==> src/hw/e1_status_map.svh <==
// register offsets, field positions and timing counts of the e1 receive status group
// assumes a 125 MHz clock and byte-wide registers on a 5-bit address
`ifndef E1_STATUS_MAP_SVH
`define E1_STATUS_MAP_SVH
`define REG_ALIGN_CAPTURE     5'h15
`define REG_LINE_LEVEL        5'h16
`define REG_JITTER_STATUS     5'h17
`define REG_NONALIGN_CAPTURE  5'h18
`define ALIGN_PATTERN         7'h1b
`define LEVEL_CODE_LSB        3
`define LEVEL_LOS_BIT         2
`define JIT_SLOW_BIT          7
`define JIT_FAST_BIT          6
`define JIT_EMPTY_BIT         5
`define JIT_FOUR_USED_BIT     4
`define JIT_HALF_BIT          3
`define JIT_FOUR_FREE_BIT     2
`define JIT_FULL_BIT          1
`define JIT_NEAR_COUNT        4
`define LOS_TIME_US           1000
`define CLK_MHZ               125
`define LOS_CYCLES            (`LOS_TIME_US * `CLK_MHZ)
`define CAPTURE_RESET         8'h00
`endif

==> src/hw/e1_status_pkg.sv <==
// types shared by the e1 receive status group
// does not include the map header; widths and level codes are written here as literals
package e1_status_pkg;
  typedef struct packed {
    logic       bit1;      // position one of the word
    logic [6:0] rest;      // positions two to eight
  } rx_word_t;
  typedef enum logic [4:0] {
    lvl_under4 = 5'h01,
    lvl_3to8   = 5'h02,
    lvl_8to14  = 5'h04,
    lvl_14to20 = 5'h08,
    lvl_over20 = 5'h10
  } peak_level_code_t;
  typedef enum logic [1:0] {
    rate_normal,
    rate_slow,
    rate_fast
  } dejitter_rate_t;
endpackage

==> src/hw/rx_word_capture.sv <==
// one capture register for a received timeslot-zero word
// assumes the strobe and the word come from logic on the same clock
`timescale 1ns/1ns
`include "e1_status_map.svh"
module rx_word_capture
  import e1_status_pkg::*;
(
  input  wire logic     clk,     // system clock
  input  wire logic     resetn,  // async reset, active low
  input  wire logic     load,    // one-cycle strobe, word valid
  input  wire rx_word_t word,    // received word
  output rx_word_t      held_q   // last captured word
);
  always_ff @(posedge clk or negedge resetn) begin
    if (!resetn) begin
      held_q <= `CAPTURE_RESET;
    end else if (load) begin
      held_q <= word;
    end
  end
endmodule

==> src/hw/e1_receive_overhead_status.sv <==
// e1 receive overhead status: four read-only registers for the host
// assumes frame strobes, level code and fifo state come from logic on clk;
// the analog loss comparator and the register address/strobe pins are asynchronous
//
// Notes on behaviour
// align register bit 7 holds word position one
// bits 6-0 hold alignment positions two to eight
// one-hot peak level code in bits 7-3
// loss flag after 1 ms below threshold
// jitter bit 7 set while clock lengthened
// jitter bit 6 set while clock shortened
// jitter bit 5 set when fifo empty
// jitter bit 4 set at four used or more
// jitter bit 3 set at half full
// jitter bit 2 set at four free or fewer
// jitter bit 1 set when fifo full
// nonalign register bit 7 holds position one
// nonalign bit 6 holds marker, expected one
// nonalign bit 5 holds remote alarm bit
// nonalign bits 4-0 hold national bits
// capture registers refresh on each matching frame
// registers read-only, unused bits read zero
`timescale 1ns/1ns
`include "e1_status_map.svh"
module e1_receive_overhead_status
  import e1_status_pkg::*;
#(
  parameter int          FIFO_DEPTH = 32,             // jitter fifo locations
  parameter int          AW         = 6,              // fifo fill count width
  parameter int unsigned LOS_CYCLES = `LOS_CYCLES     // loss persistence in clocks
) (
  input  wire logic             clk,             // 125 MHz clock
  input  wire logic             resetn,          // async reset, active low
  input  wire logic             align_strobe,    // alignment frame received
  input  wire logic             nonalign_strobe, // non-alignment frame received
  input  wire rx_word_t         ts0_word,        // timeslot-zero word of that frame
  input  wire peak_level_code_t peak_level_code, // peak detector result
  input  wire logic             below_threshold, // comparator level, async
  input  wire dejitter_rate_t   dejitter_rate,   // current output clock adjust
  input  wire logic [AW-1:0]    fifo_fill,       // fifo occupied locations
  input  wire logic [4:0]       reg_addr,        // register address pins
  input  wire logic             rd_n,            // read strobe, active low
  input  wire logic             cs_n,            // chip select, active low
  output logic [7:0]            rd_data_q,       // read data
  output logic                  rd_valid_q       // read data valid level
);

  // ---------------------------------------------------------------------------
  // pin synchronisers
  // ---------------------------------------------------------------------------
  // strobes are synchronised one by one; gating them first could glitch
  logic [1:0] los_sync_q;
  logic [1:0] rd_n_sync_q;
  logic [1:0] cs_n_sync_q;
  logic [4:0] addr_meta_q;
  logic [4:0] addr_sync_q;

  always_ff @(posedge clk or negedge resetn) begin
    if (!resetn) begin
      los_sync_q  <= 2'h0;
      rd_n_sync_q <= 2'h3;
      cs_n_sync_q <= 2'h3;
      addr_meta_q <= 5'h00;
      addr_sync_q <= 5'h00;
    end else begin
      los_sync_q  <= {los_sync_q[0], below_threshold};
      rd_n_sync_q <= {rd_n_sync_q[0], rd_n};
      cs_n_sync_q <= {cs_n_sync_q[0], cs_n};
      addr_meta_q <= reg_addr;
      addr_sync_q <= addr_meta_q;
    end
  end

  wire logic los_level = los_sync_q[1];
  wire logic rd_level  = ~(rd_n_sync_q[1] | cs_n_sync_q[1]);

  // ---------------------------------------------------------------------------
  // frame word captures
  // ---------------------------------------------------------------------------
  rx_word_t align_q;
  rx_word_t nonalign_q;

  rx_word_capture u_align_cap (
    .clk    (clk),
    .resetn (resetn),
    .load   (align_strobe),
    .word   (ts0_word),
    .held_q (align_q)
  );

  rx_word_capture u_nonalign_cap (
    .clk    (clk),
    .resetn (resetn),
    .load   (nonalign_strobe),
    .word   (ts0_word),
    .held_q (nonalign_q)
  );

  // ---------------------------------------------------------------------------
  // line loss persistence
  // ---------------------------------------------------------------------------
  logic [31:0] los_cnt_q;
  logic        los_flag_q;

  // counter saturates, so a long outage cannot wrap and drop the flag
  always_ff @(posedge clk or negedge resetn) begin
    if (!resetn) begin
      los_cnt_q <= 32'h0;
    end else if (!los_level) begin
      los_cnt_q <= 32'h0;
    end else if (los_cnt_q < LOS_CYCLES) begin
      los_cnt_q <= los_cnt_q + 32'h1;
    end
  end

  always_ff @(posedge clk or negedge resetn) begin
    if (!resetn) begin
      los_flag_q <= 1'b0;
    end else begin
      los_flag_q <= los_level && (los_cnt_q >= LOS_CYCLES - 1);
    end
  end

  // ---------------------------------------------------------------------------
  // level and jitter status bytes
  // ---------------------------------------------------------------------------
  logic [7:0] level_q;
  logic [7:0] jitter_q;

  function automatic logic [7:0] jitter_byte(input dejitter_rate_t rate,
                                             input logic [AW-1:0] fill);
    logic [7:0] b;
    b = 8'h00;
    b[`JIT_SLOW_BIT]      = (rate == rate_slow);
    b[`JIT_FAST_BIT]      = (rate == rate_fast);
    b[`JIT_EMPTY_BIT]     = (fill == '0);
    b[`JIT_FOUR_USED_BIT] = (int'(fill) >= `JIT_NEAR_COUNT);
    b[`JIT_HALF_BIT]      = (int'(fill) * 2 >= FIFO_DEPTH);
    b[`JIT_FOUR_FREE_BIT] = (FIFO_DEPTH - int'(fill) <= `JIT_NEAR_COUNT);
    b[`JIT_FULL_BIT]      = (int'(fill) >= FIFO_DEPTH);
    return b;
  endfunction

  always_ff @(posedge clk or negedge resetn) begin
    if (!resetn) begin
      level_q <= 8'h00;
    end else begin
      level_q <= {peak_level_code, los_flag_q, 2'h0};
    end
  end

  always_ff @(posedge clk or negedge resetn) begin
    if (!resetn) begin
      jitter_q <= 8'h00;
    end else begin
      jitter_q <= jitter_byte(dejitter_rate, fifo_fill);
    end
  end

  // ---------------------------------------------------------------------------
  // host read port
  // ---------------------------------------------------------------------------
  // no write path exists at all, so host writes cannot disturb any register
  always_ff @(posedge clk or negedge resetn) begin
    if (!resetn) begin
      rd_data_q  <= 8'h00;
      rd_valid_q <= 1'b0;
    end else begin
      rd_valid_q <= rd_level;
      if (rd_level) begin
        unique case (addr_sync_q)
          `REG_ALIGN_CAPTURE:    rd_data_q <= align_q;
          `REG_LINE_LEVEL:       rd_data_q <= level_q;
          `REG_JITTER_STATUS:    rd_data_q <= jitter_q;
          `REG_NONALIGN_CAPTURE: rd_data_q <= nonalign_q;
          default:               rd_data_q <= 8'h00;
        endcase
      end else begin
        rd_data_q <= 8'h00;
      end
    end
  end

  // ---------------------------------------------------------------------------
  // checks
  // ---------------------------------------------------------------------------
  rx_word_t last_align;
  rx_word_t last_nonalign;
  assign last_align    = align_q;
  assign last_nonalign = nonalign_q;

  property p_align_capture;
    @(posedge clk) disable iff (!resetn)
    align_strobe |=> (align_q == $past(ts0_word));
  endproperty
  a_align_capture: assert property (p_align_capture) else $error("align capture stale");

  property p_align_read;
    @(posedge clk) disable iff (!resetn)
    (rd_level && addr_sync_q == `REG_ALIGN_CAPTURE) |=> (rd_data_q == $past(last_align));
  endproperty
  a_align_read: assert property (p_align_read) else $error("align read wrong");

  property p_nonalign_read;
    @(posedge clk) disable iff (!resetn)
    (rd_level && addr_sync_q == `REG_NONALIGN_CAPTURE)
      |=> (rd_data_q[4:0] == $past(last_nonalign.rest[4:0]));
  endproperty
  a_nonalign_read: assert property (p_nonalign_read) else $error("national bits wrong");

  property p_nonalign_hold;
    @(posedge clk) disable iff (!resetn)
    !nonalign_strobe |=> $stable(nonalign_q);
  endproperty
  a_nonalign_hold: assert property (p_nonalign_hold) else $error("nonalign changed");

  property p_los_rise;
    @(posedge clk) disable iff (!resetn)
    $rose(los_flag_q) |-> (los_cnt_q >= LOS_CYCLES) && $past(los_level);
  endproperty
  a_los_rise: assert property (p_los_rise) else $error("loss flag early");

  property p_los_clear;
    @(posedge clk) disable iff (!resetn)
    !los_level |=> !los_flag_q;
  endproperty
  a_los_clear: assert property (p_los_clear) else $error("loss flag held");

  property p_level_unused;
    @(posedge clk) disable iff (!resetn)
    level_q[1:0] == 2'h0 && jitter_q[0] == 1'b0;
  endproperty
  a_level_unused: assert property (p_level_unused) else $error("unused bits set");

  property p_empty_full;
    @(posedge clk) disable iff (!resetn)
    (fifo_fill == '0) |=> jitter_q[`JIT_EMPTY_BIT] && !jitter_q[`JIT_FULL_BIT]
                          && !jitter_q[`JIT_FOUR_USED_BIT];
  endproperty
  a_empty_full: assert property (p_empty_full) else $error("empty status wrong");

  property p_full;
    @(posedge clk) disable iff (!resetn)
    (int'(fifo_fill) == FIFO_DEPTH) |=> jitter_q[`JIT_FULL_BIT]
                                  && jitter_q[`JIT_FOUR_FREE_BIT] && jitter_q[`JIT_HALF_BIT];
  endproperty
  a_full: assert property (p_full) else $error("full status wrong");

  property p_slow_fast;
    @(posedge clk) disable iff (!resetn)
    (dejitter_rate == rate_slow) |=> jitter_q[`JIT_SLOW_BIT] && !jitter_q[`JIT_FAST_BIT];
  endproperty
  a_slow_fast: assert property (p_slow_fast) else $error("rate status wrong");

  property p_fast;
    @(posedge clk) disable iff (!resetn)
    (dejitter_rate == rate_fast) |=> jitter_q[`JIT_FAST_BIT] && !jitter_q[`JIT_SLOW_BIT];
  endproperty
  a_fast: assert property (p_fast) else $error("fast status wrong");

  property p_nonalign_capture;
    @(posedge clk) disable iff (!resetn)
    nonalign_strobe |=> (nonalign_q == $past(ts0_word));
  endproperty
  a_nonalign_capture: assert property (p_nonalign_capture) else $error("nonalign stale");

  property p_align_hold;
    @(posedge clk) disable iff (!resetn)
    !align_strobe |=> $stable(align_q);
  endproperty
  a_align_hold: assert property (p_align_hold) else $error("align changed");

  property p_level_code;
    @(posedge clk) disable iff (!resetn)
    1'b1 |=> (level_q[7:`LEVEL_CODE_LSB] == $past(peak_level_code));
  endproperty
  a_level_code: assert property (p_level_code) else $error("level code wrong");

  property p_level_los;
    @(posedge clk) disable iff (!resetn)
    1'b1 |=> (level_q[`LEVEL_LOS_BIT] == $past(los_flag_q));
  endproperty
  a_level_los: assert property (p_level_los) else $error("loss bit wrong");

  property p_four_used;
    @(posedge clk) disable iff (!resetn)
    1'b1 |=> (jitter_q[`JIT_FOUR_USED_BIT] == (int'($past(fifo_fill)) >= `JIT_NEAR_COUNT));
  endproperty
  a_four_used: assert property (p_four_used) else $error("four used wrong");

  property p_half;
    @(posedge clk) disable iff (!resetn)
    1'b1 |=> (jitter_q[`JIT_HALF_BIT] == (2 * int'($past(fifo_fill)) >= FIFO_DEPTH));
  endproperty
  a_half: assert property (p_half) else $error("half status wrong");

  property p_four_free;
    @(posedge clk) disable iff (!resetn)
    1'b1 |=> (jitter_q[`JIT_FOUR_FREE_BIT]
              == (int'($past(fifo_fill)) + `JIT_NEAR_COUNT >= FIFO_DEPTH));
  endproperty
  a_four_free: assert property (p_four_free) else $error("four free wrong");

  property p_not_empty;
    @(posedge clk) disable iff (!resetn)
    (fifo_fill != '0) |=> !jitter_q[`JIT_EMPTY_BIT];
  endproperty
  a_not_empty: assert property (p_not_empty) else $error("empty set wrongly");

  property p_not_full;
    @(posedge clk) disable iff (!resetn)
    (int'(fifo_fill) < FIFO_DEPTH) |=> !jitter_q[`JIT_FULL_BIT];
  endproperty
  a_not_full: assert property (p_not_full) else $error("full set wrongly");

  property p_rate_normal;
    @(posedge clk) disable iff (!resetn)
    (dejitter_rate == rate_normal) |=> !jitter_q[`JIT_SLOW_BIT] && !jitter_q[`JIT_FAST_BIT];
  endproperty
  a_rate_normal: assert property (p_rate_normal) else $error("rate bits at normal");

  property p_nonalign_bit1;
    @(posedge clk) disable iff (!resetn)
    (rd_level && addr_sync_q == `REG_NONALIGN_CAPTURE)
      |=> (rd_data_q[7] == $past(last_nonalign.bit1));
  endproperty
  a_nonalign_bit1: assert property (p_nonalign_bit1) else $error("nonalign bit1 wrong");

  property p_nonalign_flags;
    @(posedge clk) disable iff (!resetn)
    (rd_level && addr_sync_q == `REG_NONALIGN_CAPTURE)
      |=> (rd_data_q[6:5] == $past(last_nonalign.rest[6:5]));
  endproperty
  a_nonalign_flags: assert property (p_nonalign_flags) else $error("marker or alarm wrong");

  property p_idle_zero;
    @(posedge clk) disable iff (!resetn)
    !rd_level |=> (rd_data_q == 8'h00) && !rd_valid_q;
  endproperty
  a_idle_zero: assert property (p_idle_zero) else $error("data outside read");

  property p_unmapped;
    @(posedge clk) disable iff (!resetn)
    (rd_level && (addr_sync_q < `REG_ALIGN_CAPTURE || addr_sync_q > `REG_NONALIGN_CAPTURE))
      |=> (rd_data_q == 8'h00);
  endproperty
  a_unmapped: assert property (p_unmapped) else $error("unmapped read nonzero");

  c_align_read:  cover property (@(posedge clk) disable iff (!resetn)
                   align_strobe ##[1:20] (rd_level && addr_sync_q == `REG_ALIGN_CAPTURE));
  c_los_set:     cover property (@(posedge clk) disable iff (!resetn) $rose(los_flag_q));
  c_fifo_full:   cover property (@(posedge clk) disable iff (!resetn) jitter_q[`JIT_FULL_BIT]);
  c_bad_addr:    cover property (@(posedge clk) disable iff (!resetn)
                   rd_level && addr_sync_q == 5'h1f);
endmodule

==> config.mk <==
export PLATFORM = sky130hd
export DESIGN_NAME = e1_receive_overhead_status
export DESIGN_NICKNAME = d
export VERILOG_FILES = /design/src/hw/e1_status_pkg.sv /design/src/hw/rx_word_capture.sv /design/src/hw/e1_receive_overhead_status.sv
export VERILOG_INCLUDE_DIRS = /design/src /design/src/hw
export SDC_FILE = /design/constraint.sdc
export NUM_CORES = 1
export LEC_CHECK = 0
export BUFFER_PORTS_ARGS = -buffer_cell sky130_fd_sc_hd__buf_2
export CAP_MARGIN = 15
export CORE_ASPECT_RATIO = 1.5
export CORE_MARGIN = 2
export CORE_UTILIZATION = 40
export DETAILED_ROUTE_END_ITERATION = 6
export PLACE_DENSITY = 0.71
export SYNTH_ARGS = -nofsm -noshare
export SYNTH_HDL_FRONTEND = slang
export SYNTH_SLANG_ARGS = --single-unit
==> constraint.sdc <==
create_clock -name clk -period 3.75 [get_ports clk]
set_input_delay 0.375 -clock clk [delete_from_list [all_inputs] [get_ports clk]]
set_output_delay 0.375 -clock clk [all_outputs]
set_load 0.01 [all_outputs]
# Word level (Yosys, flattened, before mapping)
# Cells that the tools add are included.
[totals] regBits=87 latchBits=0 ram_bits=0 mem_bits_ro=0 inputBits=33 out_inout_bits=9 elab_cells=38 n_memories=0
[op_classes] n_addsub=2 n_mul=0 n_div=0 magnitude_cmp=6 eq_ne=7 shifts=0 n_mux=4 n_bitwise=2 reduce_logical=2
[op_table] cell="2-to-1 mux 32 bit" n=2
[op_table] cell="adder 32 x 1 -> 32 bit (second input constant)" n=1
[op_table] cell="greater-or-equal comparator 32 x 17 -> 1 bit (second input constant)" n=1
[op_table] cell="< comparator 32 x 17 -> 1 bit (second input constant)" n=1
[op_table] cell="case mux 8 bit (4 select lines)" n=1
[op_table] cell="equality test 5 bit (second input constant)" n=4
[op_table] cell="2-to-1 mux 8 bit" n=1
[op_table] cell="greater-or-equal comparator 7 x 6 -> 1 bit (second input constant)" n=1
[op_table] cell="<= comparator 7 x 4 -> 1 bit (second input constant)" n=1
[op_table] cell="subtractor 6 x 6 -> 7 bit (first input constant)" n=1
[op_table] cell="greater-or-equal comparator 6 x 3 -> 1 bit (second input constant)" n=1
[op_table] cell="greater-or-equal comparator 6 bit (second input constant)" n=1
[op_table] cell="zero test 6 bit" n=1
[op_table] cell="equality test 2 x 1 -> 1 bit (second input constant)" n=1
[op_table] cell="equality test 2 bit (second input constant)" n=1
[op_table] cell="inequality test 2 x 1 -> 1 bit (second input constant)" n=1
[op_table] cell="logical AND 1 bit" n=1
[op_table] cell="NOT 1 bit" n=1
[op_table] cell="bitwise OR 1 bit" n=1

# Longest topological paths before layout
[logic_depth] depth_word=3 depth_mapped=7

# Modules after synthesis
# From an unflattened synthesis, not the netlist that was laid out.
[unflattened] cells_unflattened=272 hier_area_um2=3463.3
[modules_own_cells] mod="e1_receive_overhead_status" n_inst=1 cells_per_inst=238 area_each_um2=2800.2
[modules_own_cells] mod="rx_word_capture" n_inst=2 cells_per_inst=17 area_each_um2=331.6

# Worst setup path after synthesis
# No wires, ideal clock.
[synth_path] path_kind="register to register" startpoint="register los_cnt_q[10]" endpoint="register los_cnt_q[10]" arrival_ns=1.946 required_time_ns=3.627 path_slack_ns=1.681 path_stages_with_launch=7 n_path_buf=1 period_less_slack_ns=2.069 path_cell_list="dfrtp_1 or4_4 a211o_4 a211oi_4 buf_6 nand4_1 mux2i_1"
[synth_between] elab_chain_cells=3
[synth_lines] element="from (decl)" line="e1_receive_overhead_status.sv:102" text="logic [31:0] los_cnt_q;"
[synth_lines] element="from (signal assigned)" line="e1_receive_overhead_status.sv:112" text="los_cnt_q <= los_cnt_q + 32'h1;"
[synth_lines] element="adder 32 x 1 -> 32 bit" line="e1_receive_overhead_status.sv:112"
[synth_lines] element="2-to-1 mux 32 bit" line="e1_receive_overhead_status.sv:111" text="end else if (los_cnt_q < LOS_CYCLES) begin"
[synth_lines] element="2-to-1 mux 32 bit" line="e1_receive_overhead_status.sv:109" text="end else if (!los_level) begin"
# Parallel ways exist; a longest one is shown, timed or not. The select of a mux whose other input is x is not followed.
# A chain may end at the register's enable or synchronous reset.

# Final worst setup path
[layout_path] startpoint="register los_cnt_q[10]" endpoint="register los_cnt_q[16]"
# The elaborated chain is that of the path after synthesis.

==> results.sh <==
export IMPL_grt_remaining_overflow=0
export IMPL_numPortBuffers=41
export IMPL_via_count_of_the_first_global_routing_pass=2238
export IMPL_cpPeakStageDelay_ns=0.58
export IMPL_hold_viol_final=0
export IMPL_place_hpwl_um=4050
export IMPL_seq_area_frac_synth=0.643
export IMPL_launching_element_of_the_worst_setup_path="los_cnt_q[10]"
export IMPL_rr_startpoint="los_cnt_q[10]"
export IMPL_placement_rows=41
export IMPL_power_per_cell_area_nw_per_um2=512
export IMPL_drc=0
export IMPL_cts_resized=0
export IMPL_cts_num_sinks=87
export IMPL_grt_max_degree=88
export IMPL_htree_levels=3
export IMPL_core_area_um2=8310
export IMPL_dr_total_vias=2091
export IMPL_ratio_of_final_minimum_period_to_clock_period=0.651
export IMPL_dieArea_um2=9260
export IMPL_drtPass1Iterations=6
export IMPL_syn_cell_area_um2=3400
export IMPL_post_drt_via_cell_ratio=5.03
export IMPL_post_route_cell_area_um2=4070
export IMPL_peakVddDrop_uv=318
export IMPL_element_type_at_the_critical_path_end="flip-flop"
export IMPL_grt_setup_unrepaired="false"
export IMPL_synth_top_cells_by_area="dfrtp_1 61%, mux2_2 7.3%, and2_1 3.5%, dfstp_2 3.1%, mux2i_1 2.4%"
export IMPL_status="complete, no violations"
export IMPL_power_clock_fraction=0.478
export IMPL_avgSynthCellArea_um2=13.0
export IMPL_power_leakage_nw=1.92
export IMPL_critPathRequiredTime_ns=4.00
export IMPL_cts_post_setup_buffers_inserted=0
export IMPL_io_pins=42
export IMPL_final_cells=416
export IMPL_synth_top_area_cell="dfrtp_1"
export IMPL_finalWirelength_um=5980
export IMPL_timing_worst_setup_path_type="reg -> reg"
export IMPL_worst_ep_arrival_time_ns=2.69
export IMPL_timing_max_transition_violations_final=0
export IMPL_timing_fmax_mhz=410
export IMPL_grt_first_pass_wirelength_um=10400
export IMPL_antenna_violating_nets_post_route=0
export IMPL_internal_power_consumption_w=0.00167
export IMPL_placedCellCount=399
export IMPL_period_needed_ns=2.44
export IMPL_dieHeight_um=117
export IMPL_final_setup_skew_ns=0.00432
export IMPL_share_of_cells_above_drive_strength_1=0.294
export IMPL_min_delay_start="rd_n"
export IMPL_cts_hold_fix_buffers=0
export IMPL_critPathMaxFanout=14
export IMPL_maxCapViolCount=0
export IMPL_yosysUniqueCellTypes=39
export IMPL_timing_critical_path_cells="or4_4 > a211o_4 > a211oi_4 > nand4_1 > o21ai_0"
export IMPL_most_frequently_used_flop_master_after_synthesis="dfrtp_1"
export IMPL_critical_path_slowest_cell="a211oi_4"
export IMPL_route_detailed_wl_per_inst_um=14.4
export IMPL_cts_path_max_buffers=2
export IMPL_ctsRootBufferMaster="clkbuf_16"
export IMPL_power_share_combinational=0.045
export IMPL_syn_inst=262
export IMPL_synth_top_cells_by_count="83 x dfrtp_1, 22 x mux2_2, 19 x and2_1, 19 x nand2_1, 13 x a21oi_1"
export IMPL_net_switching_power_w=0.000413
export IMPL_worst_hold_path_type="in -> reg"
export IMPL_insertion_delay_ns=0.33
export IMPL_synthArstFlopShare=1.00
export IMPL_area_growth_pct=19.7
export IMPL_number_of_clock_buffers_inserted_by_tritoncts=9
export IMPL_postPlaceCellArea_um2=3690
export IMPL_worst_slew_pin_transition_ns=0.918
export IMPL_count_of_inserted_antenna_diode_cells=0
export IMPL_tns_ns=0
export IMPL_synth_warning_count=0
export IMPL_synth_nets=296
export IMPL_slew_headroom=0.383
export IMPL_swShare=0.198
export IMPL_pwr_total_w=0.00208
export IMPL_cpLargestDelayFamily="compound AO/OA/AOI/OAI gates"
export IMPL_cts_tree="built"
export IMPL_postSynthRegisterBits=87
export IMPL_gp_congestion=0.756
export IMPL_netlist_area_leader_share=0.612
export IMPL_drtIter0Drc=69
export IMPL_most_frequently_used_cell_type_in_the_post_synthesis_netlist="dfrtp_1"
export IMPL_clk_pin_slew_worst_paths_ns=0.06
export IMPL_sequentialPowerShare=0.477
export IMPL_critPathLaunchType="flip-flop"
export IMPL_setup_viol=0
export IMPL_globalRouteTotalUtil=0.147
export IMPL_start_util=0.409
export IMPL_grt_antenna_before_repair=0
export IMPL_final_nets=339
export IMPL_cp_num_buf_inv=0
export IMPL_synth_edff_count=0
export IMPL_die_width_um=79.2
sequential cells by signal, summed over array words and instances, names as in the netlist, 2 cells and up:
register	count
cs_n_sync_q	2
los_cnt_q	32
addr_sync_q	5
los_sync_q	2
level_q	6
u_align_cap.held_q	8
rd_n_sync_q	2
u_nonalign_cap.held_q	8
jitter_q	7
addr_meta_q	5
rd_data_q	8
worst paths after layout:
kind	slack (ns)	cells past startpoint	endpoint
hold reg to reg	0.35	0	addr_sync_q[2]
setup / recovery	1.31	5	los_cnt_q[16]
hold / removal	0.14	1	rd_n_sync_q[0]
setup reg to reg	1.31	5	los_cnt_q[16]
max in group asynchronous	2.59	3	rd_n_sync_q[0]
min in group asynchronous	0.52	2	los_cnt_q[18]
cells by family after synthesis:
kind of cell	after synthesis	share of synthesized area
DFF	87	0.643
xor gates and xnor gates	3	0.00774
and+or+nand+nor	92	0.150
muxes	30	0.0965
adders and majority gates	1	0.00368
AOI/OAI and AO/OA	33	0.0792
buffers and inverters	16	0.0199
layer usage:
layer  GRT usage  wire length (um)  vias up
li1            -                 -     1005
met1       0.165              2380     1030
met2       0.262              3250       46
met3      0.0376               231       10
met4      0.0667               118        0
met5           0                 0        -
per-stage QoR:
stage / setup slack (ns) / hold WS [ns] / utilization
6_report: 1.31 / 0.136 / 0.489
5_1_grt: 1.16 / 0.121 / 0.489
4_1_cts: 1.30 / 0.125 / 0.485
3_5_place_dp: 1.29 / 0.335 / 0.444
3_3_place_gp: 1.37 / 0.332 / 0.444
2_1_floorplan: 1.68 / 0.0794 / -
layout by cell type, fill, tap and decap left out, drive strengths merged, types with 4 or more instances in the layout:
cell	n
nand3	6
a21oi	13
buf	43
nand4	8
mux2	22
clkbuf	10
and2	19
and3	6
nor4	4
nand2b	7
dfrtp	83
dfstp	4
nor2	9
mux2i	8
a22oi	7
nand2	19
final cells by class:
type	count	area, um2
clock buffers	10	229
multi-input cells	159	1150
fillers	739	4240
well taps	107	134
repair buffers	44	253
clock inverters	5	108
flip-flops and latches	87	2180
inverters	4	15.0
worst reg2reg max path, stage by stage, from the launching register on:
cell      delay, ns
dfrtp_1        0.41
or4_4          0.55
a211o_4        0.36
a211oi_4       0.58
nand4_1        0.25
o21ai_0        0.21
power groups by stage:
stage          logic (W)  clock network [W]  registers [W]
3_5_place_dp   0.0000920                  0        0.00101
3_3_place_gp   0.0000887                  0        0.00101
6_report       0.0000940           0.000997       0.000993
4_1_cts        0.0000925            0.00102       0.000993
2_1_floorplan  0.0000467                  0        0.00100
5_1_grt         0.000106            0.00106       0.000996
(Power assumes the default switching activity.)
